==> config.mk <==
export PLATFORM = sky130hd
export DESIGN_NAME = irl_top
export DESIGN_NICKNAME = d
export VERILOG_FILES = /design/src/common/irl_pkg.sv /design/src/logic/irl_top.sv /design/src/logic/irl_sync.sv
export SDC_FILE = /design/constraint.sdc
export NUM_CORES = 1
export LEC_CHECK = 0
export BUFFER_PORTS_ARGS = -buffer_cell sky130_fd_sc_hd__buf_2
export CORE_ASPECT_RATIO = 2
export CORE_UTILIZATION = 64
export CTS_CLUSTER_SIZE = 25
export DETAILED_ROUTE_END_ITERATION = 10
export GPL_TIMING_DRIVEN = 0
export PLACE_DENSITY = 0.89
export SLEW_MARGIN = 20
export SYNTH_ARGS = -nofsm -noshare
export SYNTH_HDL_FRONTEND = slang
export SYNTH_SLANG_ARGS = --single-unit
==> constraint.sdc <==
create_clock -name sys_clk -period 5.3 [get_ports sys_clk]
set_input_delay 0.795 -clock sys_clk [delete_from_list [all_inputs] [get_ports sys_clk]]
set_output_delay 0.795 -clock sys_clk [all_outputs]
set_load 0.02 [all_outputs]
==> src/common/irl_pkg.sv <==
// Notes on behaviour
// - in standby, the leading part of an ir burst raises the wake request
// - after wake, wait a set count of 16 to 13,072 clocks, then go active
// - clock is external, so no oscillator settle time is added to the wait
// - wake comes from the wake pin; ir data from its own data pin
// - once active, keep receiving the rest of the same transmission
// - sample the ir data line once every 0.1 ms on a timer tick
// - collect a 4 byte, 32 bit frame, each byte least significant bit first
// - show one byte at a time as two hex digits, FF down to 00
// - each advance press moves the display to the next byte
// - after the fourth byte, the next advance shows a dash on both digits
// - standby press after display returns to standby, awaiting a new burst
// - advance and standby buttons are read on two separate pins
// - digits light in turn, switching every 6.5536 ms timer overflow
// - two digit selects driven alternately, exactly one active at a time; in standby the code drives neither select
// - eight segment outputs are active high
// - hex 0-F map to 3F,06,5B,4F,66,6D,7D,27,7F,6F,77,7C,39,5E,79,71
// - all timing derives from a 10 MHz oscillator clock
package irl_pkg;
  // ==========================================================
  // clocks and timing
  localparam int unsigned SYS_CLK_HZ = 250_000_000;
  localparam int unsigned OSC_CLK_HZ = 10_000_000;
  localparam int unsigned OSC_DIV_CYC = SYS_CLK_HZ / OSC_CLK_HZ;
  localparam int unsigned SAMPLE_PERIOD_US = 100;
  localparam int unsigned SAMPLE_OSC_CYC = SAMPLE_PERIOD_US * (OSC_CLK_HZ / 1_000_000);
  localparam int unsigned SCAN_PERIOD_NS = 6_553_600;
  localparam int unsigned SCAN_OSC_CYC = SCAN_PERIOD_NS / (1_000_000_000 / OSC_CLK_HZ);
  localparam int unsigned WAKE_WAIT_MIN = 16;
  localparam int unsigned WAKE_WAIT_MAX = 13_072;
  localparam int unsigned WAKE_WAIT_DEF = 8_192;
  localparam int unsigned DB_SAMPLE_CNT = 200;
  localparam int unsigned CNT_W = 17;
  // ==========================================================
  // space lengths in sample ticks
  localparam logic [7:0] ONE_GAP_MIN = 8'h0c;
  localparam logic [7:0] LEADER_GAP_MIN = 8'h1e;
  localparam logic [7:0] IDLE_GAP = 8'h78;
  // ==========================================================
  // frame and display
  localparam int unsigned FRAME_BITS = 32;
  localparam logic [4:0] LAST_BIT = 5'h1f;
  localparam logic [2:0] BYTE_IDX_DASH = 3'h4;
  localparam logic [7:0] SEG_DASH = 8'h40;
  localparam logic [7:0] SEG_BLANK = 8'h00;

  typedef enum logic [1:0] {
    ST_STANDBY = 2'b00,
    ST_WAKE = 2'b01,
    ST_RECV = 2'b10,
    ST_SHOW = 2'b11
  } irl_state_e;

  typedef struct packed {
    logic [3:0][7:0] bytes;
  } irl_frame_s;

  typedef struct packed {
    logic [7:0] seg;
    logic sel_a;
    logic sel_b;
  } irl_disp_s;

  function automatic logic [7:0] irl_hex_to_seg(input logic [3:0] nib);
    logic [7:0] s;
    s = 8'h00;
    case (nib)
      4'h0: s = 8'h3f;
      4'h1: s = 8'h06;
      4'h2: s = 8'h5b;
      4'h3: s = 8'h4f;
      4'h4: s = 8'h66;
      4'h5: s = 8'h6d;
      4'h6: s = 8'h7d;
      4'h7: s = 8'h27;
      4'h8: s = 8'h7f;
      4'h9: s = 8'h6f;
      4'ha: s = 8'h77;
      4'hb: s = 8'h7c;
      4'hc: s = 8'h39;
      4'hd: s = 8'h5e;
      4'he: s = 8'h79;
      4'hf: s = 8'h71;
      default: s = 8'h00;
    endcase
    return s;
  endfunction : irl_hex_to_seg
endpackage : irl_pkg

==> src/logic/irl_top.sv <==
`timescale 1ns/1ps
module irl_top #(
  parameter int unsigned OSC_DIV = irl_pkg::OSC_DIV_CYC,
  parameter int unsigned SAMPLE_TICKS = irl_pkg::SAMPLE_OSC_CYC,
  parameter int unsigned SCAN_TICKS = irl_pkg::SCAN_OSC_CYC,
  parameter int unsigned WAKE_WAIT_CYC = irl_pkg::WAKE_WAIT_DEF,
  parameter int unsigned DB_SAMPLES = irl_pkg::DB_SAMPLE_CNT
) (
  input wire logic sys_clk,
  input wire logic reset_n,
  input wire logic wake_input_pin,
  input wire logic ir_data_input_pin,
  input wire logic advance_button_input_n,
  input wire logic standby_button_input_n,
  output logic [7:0] segment_outputs,
  output logic digit_select_a,
  output logic digit_select_b,
  output logic active_mode
);
  localparam int unsigned CW = irl_pkg::CNT_W;

  irl_pkg::irl_state_e state_q;
  logic [CW-1:0] osc_cnt_q, samp_cnt_q, scan_cnt_q, wait_cnt_q;
  logic osc_tick, sample_tick, scan_tick, dec_on;
  logic wake_fall, ir_level, adv_press, stb_press;

  // ==========================================================
  // oscillator rate enable and periodic ticks
  assign osc_tick = (osc_cnt_q == CW'(OSC_DIV - 1));
  assign dec_on = (state_q == irl_pkg::ST_RECV) || (state_q == irl_pkg::ST_SHOW);
  assign sample_tick = osc_tick && (samp_cnt_q == CW'(SAMPLE_TICKS - 1));
  assign scan_tick = osc_tick && (scan_cnt_q == CW'(SCAN_TICKS - 1));

  always_ff @(posedge sys_clk or negedge reset_n) begin
    if (!reset_n) begin
      osc_cnt_q <= '0;
    end else if (osc_tick) begin
      osc_cnt_q <= '0;
    end else begin
      osc_cnt_q <= osc_cnt_q + CW'(1);
    end
  end

  always_ff @(posedge sys_clk or negedge reset_n) begin
    if (!reset_n) begin
      samp_cnt_q <= '0;
      scan_cnt_q <= '0;
    end else if (!dec_on) begin
      samp_cnt_q <= '0;
      scan_cnt_q <= '0;
    end else if (osc_tick) begin
      samp_cnt_q <= sample_tick ? '0 : samp_cnt_q + CW'(1);
      scan_cnt_q <= scan_tick ? '0 : scan_cnt_q + CW'(1);
    end
  end

  // ==========================================================
  // pin inputs; wake and data arrive on separate pins
  irl_sync u_wake (
    .sys_clk(sys_clk), .reset_n(reset_n), .tick(sample_tick),
    .pin(wake_input_pin), .level(), .fall(wake_fall));
  irl_sync u_data (
    .sys_clk(sys_clk), .reset_n(reset_n), .tick(sample_tick),
    .pin(ir_data_input_pin), .level(ir_level), .fall());
  // two button pins, each debounced on its own
  irl_sync #(.DB_SAMPLES(DB_SAMPLES)) u_adv (
    .sys_clk(sys_clk), .reset_n(reset_n), .tick(sample_tick),
    .pin(advance_button_input_n), .level(), .fall(adv_press));
  irl_sync #(.DB_SAMPLES(DB_SAMPLES)) u_stb (
    .sys_clk(sys_clk), .reset_n(reset_n), .tick(sample_tick),
    .pin(standby_button_input_n), .level(), .fall(stb_press));

  // ==========================================================
  // mode sequence
  logic buf_pop;

  always_ff @(posedge sys_clk or negedge reset_n) begin
    if (!reset_n) begin
      state_q <= irl_pkg::ST_STANDBY;
      wait_cnt_q <= '0;
    end else begin
      case (state_q)
        irl_pkg::ST_STANDBY: begin
          wait_cnt_q <= '0;
          if (wake_fall) begin
            state_q <= irl_pkg::ST_WAKE;
          end
        end
        irl_pkg::ST_WAKE: begin
          // no settle interval: the clock is supplied from outside
          if (osc_tick) begin
            if (wait_cnt_q == CW'(WAKE_WAIT_CYC - 1)) begin
              state_q <= irl_pkg::ST_RECV;
            end else begin
              wait_cnt_q <= wait_cnt_q + CW'(1);
            end
          end
        end
        irl_pkg::ST_RECV: begin
          if (stb_press) begin
            state_q <= irl_pkg::ST_STANDBY;
          end else if (buf_pop) begin
            state_q <= irl_pkg::ST_SHOW;
          end
        end
        irl_pkg::ST_SHOW: begin
          if (stb_press) begin
            state_q <= irl_pkg::ST_STANDBY;
          end
        end
        default: state_q <= irl_pkg::ST_STANDBY;
      endcase
    end
  end

  // ==========================================================
  // space-length decoder; a frame waiting on a full buffer stalls it
  logic prev_lvl_q, armed_q, fr_valid_q, buf_in_ready, buf_push, mark_start;
  logic [7:0] gap_q;
  logic [4:0] bit_cnt_q;
  logic [irl_pkg::FRAME_BITS-1:0] shreg_q;

  assign buf_push = fr_valid_q && buf_in_ready;
  assign mark_start = sample_tick && !fr_valid_q && prev_lvl_q && !ir_level;

  always_ff @(posedge sys_clk or negedge reset_n) begin
    if (!reset_n) begin
      prev_lvl_q <= 1'b1;
      armed_q <= 1'b0;
      fr_valid_q <= 1'b0;
      gap_q <= 8'h00;
      bit_cnt_q <= 5'h00;
      shreg_q <= '0;
    end else if (!dec_on) begin
      prev_lvl_q <= 1'b1;
      armed_q <= 1'b0;
      fr_valid_q <= 1'b0;
      gap_q <= 8'h00;
      bit_cnt_q <= 5'h00;
    end else begin
      if (buf_push) begin
        fr_valid_q <= 1'b0;
      end
      if (sample_tick && !fr_valid_q) begin
        prev_lvl_q <= ir_level;
        if (ir_level) begin
          if (gap_q != irl_pkg::IDLE_GAP) begin
            gap_q <= gap_q + 8'h01;
          end else begin
            armed_q <= 1'b0;
          end
        end else begin
          gap_q <= 8'h00;
        end
        if (mark_start) begin
          if (gap_q >= irl_pkg::LEADER_GAP_MIN) begin
            armed_q <= 1'b1;
            bit_cnt_q <= 5'h00;
          end else if (armed_q) begin
            // right shift puts the first bit at bit 0 of byte 0
            shreg_q <= {gap_q >= irl_pkg::ONE_GAP_MIN, shreg_q[31:1]};
            bit_cnt_q <= bit_cnt_q + 5'h01;
            if (bit_cnt_q == irl_pkg::LAST_BIT) begin
              fr_valid_q <= 1'b1;
              armed_q <= 1'b0;
            end
          end
        end
      end
    end
  end

  // ==========================================================
  // two-entry frame buffer
  irl_pkg::irl_frame_s buf_mem_q [2];
  logic wr_ptr_q, rd_ptr_q;
  logic [1:0] buf_cnt_q;
  logic buf_out_valid;

  assign buf_in_ready = (buf_cnt_q != 2'h2);
  assign buf_out_valid = (buf_cnt_q != 2'h0);
  assign buf_pop = buf_out_valid && (state_q == irl_pkg::ST_RECV) && !stb_press;

  always_ff @(posedge sys_clk or negedge reset_n) begin
    if (!reset_n) begin
      wr_ptr_q <= 1'b0;
      rd_ptr_q <= 1'b0;
      buf_cnt_q <= 2'h0;
    end else if (!dec_on) begin
      wr_ptr_q <= 1'b0;
      rd_ptr_q <= 1'b0;
      buf_cnt_q <= 2'h0;
    end else begin
      if (buf_push) begin
        wr_ptr_q <= ~wr_ptr_q;
      end
      if (buf_pop) begin
        rd_ptr_q <= ~rd_ptr_q;
      end
      buf_cnt_q <= buf_cnt_q + {1'b0, buf_push} - {1'b0, buf_pop};
    end
  end

  always_ff @(posedge sys_clk) begin
    if (buf_push) begin
      buf_mem_q[wr_ptr_q] <= irl_pkg::irl_frame_s'(shreg_q);
    end
  end

  // ==========================================================
  // byte selection and digit scan
  irl_pkg::irl_frame_s shown_q;
  logic [2:0] byte_idx_q;
  logic digit_q;
  logic [7:0] cur_byte;
  irl_pkg::irl_disp_s disp_d, disp_q;

  always_ff @(posedge sys_clk or negedge reset_n) begin
    if (!reset_n) begin
      shown_q <= '0;
      byte_idx_q <= 3'h0;
    end else if (buf_pop) begin
      shown_q <= buf_mem_q[rd_ptr_q];
      byte_idx_q <= 3'h0;
    end else if (state_q == irl_pkg::ST_SHOW && adv_press
                 && byte_idx_q != irl_pkg::BYTE_IDX_DASH) begin
      byte_idx_q <= byte_idx_q + 3'h1;
    end
  end

  always_ff @(posedge sys_clk or negedge reset_n) begin
    if (!reset_n) begin
      digit_q <= 1'b0;
    end else if (!dec_on) begin
      digit_q <= 1'b0;
    end else if (scan_tick) begin
      digit_q <= ~digit_q;
    end
  end

  assign cur_byte = shown_q.bytes[byte_idx_q[1:0]];

  always_comb begin
    disp_d.sel_a = dec_on && !digit_q;
    disp_d.sel_b = dec_on && digit_q;
    if (!dec_on) begin
      disp_d.seg = irl_pkg::SEG_BLANK;
    end else if (state_q == irl_pkg::ST_RECV || byte_idx_q == irl_pkg::BYTE_IDX_DASH) begin
      disp_d.seg = irl_pkg::SEG_DASH;
    end else begin
      // digit a carries the high nibble
      disp_d.seg = irl_pkg::irl_hex_to_seg(digit_q ? cur_byte[3:0] : cur_byte[7:4]);
    end
  end

  always_ff @(posedge sys_clk or negedge reset_n) begin
    if (!reset_n) begin
      disp_q <= '0;
    end else begin
      disp_q <= disp_d;
    end
  end

  assign segment_outputs = disp_q.seg;
  assign digit_select_a = disp_q.sel_a;
  assign digit_select_b = disp_q.sel_b;
  assign active_mode = dec_on;

  logic [31:0] since_samp_q;
  logic samp_seen_q;
  always_ff @(posedge sys_clk or negedge reset_n) begin
    if (!reset_n) begin
      since_samp_q <= 32'h0;
      samp_seen_q <= 1'b0;
    end else begin
      since_samp_q <= sample_tick ? 32'h0 : since_samp_q + 32'h1;
      samp_seen_q <= dec_on && (samp_seen_q || sample_tick);
    end
  end
endmodule : irl_top

==> src/logic/irl_sync.sv <==
`timescale 1ns/1ps
module irl_sync #(
  parameter int unsigned DB_SAMPLES = 0
) (
  input wire logic sys_clk,
  input wire logic reset_n,
  input wire logic tick,
  input wire logic pin,
  output logic level,
  output logic fall
);
  // ==========================================================
  // three stage synchroniser, stage one read only by stage two
  logic ff1_q, ff2_q, ff3_q, stable_q, fall_q;
  logic [15:0] db_cnt_q;

  always_ff @(posedge sys_clk or negedge reset_n) begin
    if (!reset_n) begin
      ff1_q <= 1'b1;
      ff2_q <= 1'b1;
      ff3_q <= 1'b1;
    end else begin
      ff1_q <= pin;
      ff2_q <= ff1_q;
      ff3_q <= ff2_q;
    end
  end

  // ==========================================================
  // a change counts once stages two and three agree, held for the debounce span
  always_ff @(posedge sys_clk or negedge reset_n) begin
    if (!reset_n) begin
      stable_q <= 1'b1;
      fall_q <= 1'b0;
      db_cnt_q <= 16'h0000;
    end else begin
      fall_q <= 1'b0;
      if (ff2_q != ff3_q || ff3_q == stable_q) begin
        db_cnt_q <= 16'h0000;
      end else if (DB_SAMPLES == 0) begin
        stable_q <= ff3_q;
        fall_q <= ~ff3_q;
      end else if (tick) begin
        if (db_cnt_q == 16'(DB_SAMPLES - 1)) begin
          stable_q <= ff3_q;
          fall_q <= ~ff3_q;
          db_cnt_q <= 16'h0000;
        end else begin
          db_cnt_q <= db_cnt_q + 16'h0001;
        end
      end
    end
  end

  assign level = stable_q;
  assign fall = fall_q;
endmodule : irl_sync

==> summary.txt <==
Finish
  • P&R area growth vs syn: 10.37%
  • Register area: 7398 µm²
  • Core Util, Final: 71.72%
  • Ant diodes: 0
  • Finished Cell Area: 14210 µm²
  • Share of cells above drive strength 1: 11.86%
  • Area of the multi-input gates: 5119 µm²
  • Final non-filler cell total: 1468
  • Layout fillers: 1327
  • Fin nets: 1216

Place
  • I/O Buffers: 15
  • DP Wirelength: 19440 µm
  • Worst slack, placed: 1919 ps
  • GP Congestion: 0.8745
  • Dpl cells: 1424
  • Post-DP Area: 13380 µm²

Power
  • PD cells: 292.9 nW/µm²
  • Switching pwr: 0.8528 mW
  • Sequential share of power: 53.7%
  • Clock Power Share: 44.7%
  • Internal power: 3.311 mW
  • Combinational power share: 1.6%
  • Maximum vdd drop: 385.8 µV
  • Switching Share: 20.48%
  • Pleak: 5.650 nW

Clock tree
  • Clk Latency, worst-skew pair: 520 ps
  • Clk sinks: 282
  • Clk buf depth: 3
  • CTS root buf: clkbuf_16
  • Post-CTS Setup Inserts: 0
  • # H-tree levels: 1
  • Hold buffers post-CTS: 0
  • Worst-path clk slew: 70 ps
  • CTS tree: built
  • PostCTS Resize Cnt: 0
  • Num CTS Buffers: 24

Timing
  • Layout Skew: 9.233 ps
  • RSZ-0062 raised after global routing: no
  • Final period utilization: 66.23%
  • Count of final hold-check violations: 0
  • FMAX: 0.2849 GHz
  • Fin Hold WS: 182.3 ps
  • Worst Max-Slew Pin Slew: 844.6 ps
  • Minimum clock period: 3510 ps
  • Rel. slew slack: 43.26%
  • # setup viols final: 0
  • Max-slew violations: 0
  • Worst setup slack after layout: 1790 ps

Yosys
  • EDFF count, synth: 64
  • Synth warn: 0
  • Count leader, synth: dfrtp_1
  • Synth cell count leaders: 201 x dfrtp_1, 130 x nor2_1, 82 x a21oi_1
  • Synth async-reset ratio: 77.30%
  • Yosys reg bits: 282
  • Synth Cell Area: 12880 µm²
  • Syn_nets: 1172
  • Synth top area share: 39.05%
  • Synth top area cells: dfrtp_1 39%, edfxtp_1 15%, nor2_1 3.8%
  • Post-synthesis sequential area ratio: 57.44%
  • Syn avg cell area: 11.26 µm²
  • Synth Flop Type: dfrtp_1
  • Synth area leader: dfrtp_1
  • Syn Inst Count: 1144
  • Count of cell types in the netlist: 65

Setup path
  • Max Fanout on Critical Path: 10
  • Worst Setup Path Type: reg2reg
  • CP required: 5710 ps
  • Critical Path AT: 3920 ps
  • Worst R2R End: wait_cnt_q[11]$_DFFE_PN0P_
  • Reg2reg setup slack: 1790 ps
  • Reg2Reg Depth: 6
  • Critical path origin: osc_cnt_q[7]$_DFF_PN0_
  • Crit path launch type: flop
  • Reg-to-reg startpoint: osc_cnt_q[7]$_DFF_PN0_
  • Crit path capture type: flop

Route
  • Initial detailed-routing violation count: 739
  • DRC Markers: 0
  • WL/cell: 19.58 µm
  • Vias: 9297
  • Final ANT Viol Nets: 0
  • Post-Route WL: 28740 µm
  • Vias per cell: 6.333
  • DR pass1 iterations: 6

Die
  • Die Wd: 102.3 µm
  • Die ar.: 20730 µm²
  • Initial Utilization: 64.98%
  • Core Region: 19820 µm²
  • Cell Rows: 73
  • Ports: 17
  • Die Ht: 202.6 µm

Global route
  • Total track usage: 29.65%
  • Via count of the first global-routing pass: 9846
  • Initial antenna violation count: 0
  • First-pass GRT wire length: 47580 µm
  • Grt ovf: 0
  • Pin count of the biggest net entering global routing: 102

Run
  • Max_cap viols: 0

Worst hold path
  • Hold WC Path Type: in2async

Outcome
  • Run status: finished, final reports clean
-- power by group through the flow --
stage | logic, mW | clock network, mW | registers, mW
3_3_place_gp | 0.0589 | 0 | 2.28
6_report | 0.0658 | 1.86 | 2.24
5_1_grt | 0.0758 | 1.96 | 2.24
4_1_cts | 0.0679 | 1.88 | 2.24
3_5_place_dp | 0.0668 | 0 | 2.28
2_1_floorplan | 0.0218 | 0 | 2.28
-- worst max-delay path by stage --
stage	to	slack (ps)	depth (start not counted)
final	wait_cnt_q[11]$_DFFE_PN0P_	1790	6
after detailed placement	u_adv.db_cnt_q[4]$_DFFE_PN0P_	1920	6
after CTS	wait_cnt_q[11]$_DFFE_PN0P_	1870	6
after global routing	wait_cnt_q[11]$_DFFE_PN0P_	1510	8
after global placement	segment_outputs[1]$_DFF_PN0_	-170	1
after floorplan	shreg_q[12]$_DFFE_PN0P_	2600	6
-- registers in the layout (all words and copies together) (netlist names), 2 cells and up --
register	flops
buf_mem_q	64
shown_q	32
shreg_q	32
osc_cnt_q	17
samp_cnt_q	17
scan_cnt_q	17
wait_cnt_q	17
u_adv.db_cnt_q	16
u_stb.db_cnt_q	16
gap_q	8
segment_outputs	7
bit_cnt_q	5
byte_idx_q	3
buf_cnt_q	2
state_q	2
-- final cells by class --
type                            instances  share of cell area, %
Sequential cell                       282                  52.05
Clock inverter                         15                  1.338
Tap cell                              262                  2.306
Inverter                               40                  1.056
Multi-Input combinational cell        765                  36.01
Clock buffer                           29                  4.507
Buffer                                 57                  1.558
Timing Repair Buffer                   18                  1.179
-- cells by family (layout without fill, tap and decap cells) --
logic type      count (synthesis)  count (layout)  synth area share (%)
simple gates                  421             421                 17.09
flops                         282             282                 57.44
compound gates                168             168                 7.859
mux                            97              97                 8.733
buf+inv                        97             159                 2.885
xor+xnor                       54              54                 3.672
fa+ha+maj                      24              24                 2.293
other cells                     1               1               0.02912
-- through the flow --
step	setup TNS, ps	power, mW
global route	0	4.274
CTS	0	4.187
detailed placement	0	2.346
global placement	-29840	2.337
finish	0	4.163
floorplan	0	2.298
-- worst max-delay path, cell delays in order, from the launching register on --
cell and delay [ps]:
dfrtp_1 430, nor4b_1 680, nand4_1 630, clkbuf_1 430
nor4_2 780, a31oi_1 210, a41o_1 240
-- placed cells by master (no fill, tap or decap), types with 10 or more instances in the layout --
| cell | count |
|---|---|
| buf_2 | 17 |
| nor2_1 | 129 |
| a211oi_1 | 15 |
| clkbuf_16 | 25 |
| nor4_1 | 27 |
| o21ai_0 | 24 |
| ha_1 | 22 |
| edfxtp_1 | 64 |
| and3_1 | 14 |
| clkbuf_1 | 53 |
| xor2_1 | 23 |
| a22o_1 | 12 |
| inv_1 | 40 |
| xnor2_1 | 31 |
| nand3_1 | 53 |
| mux2i_1 | 46 |
| mux2_2 | 42 |
| dfstp_2 | 17 |
| dfrtp_1 | 201 |
| nand4_1 | 34 |
| and2_1 | 10 |
| nand2_1 | 66 |
| a21oi_1 | 82 |
| nor3_1 | 23 |
| a31oi_1 | 13 |
-- metal layers --
metal	up-vias	routed length [µm]	global-route usage, %
li1	4224	-	-
met1	4569	9741	30.51
met2	367	15880	54.46
met3	137	1227	4.131
met4	0	1892	18.78
met5	-	0	0
Note: power is estimated with default switching activity, not from simulation.
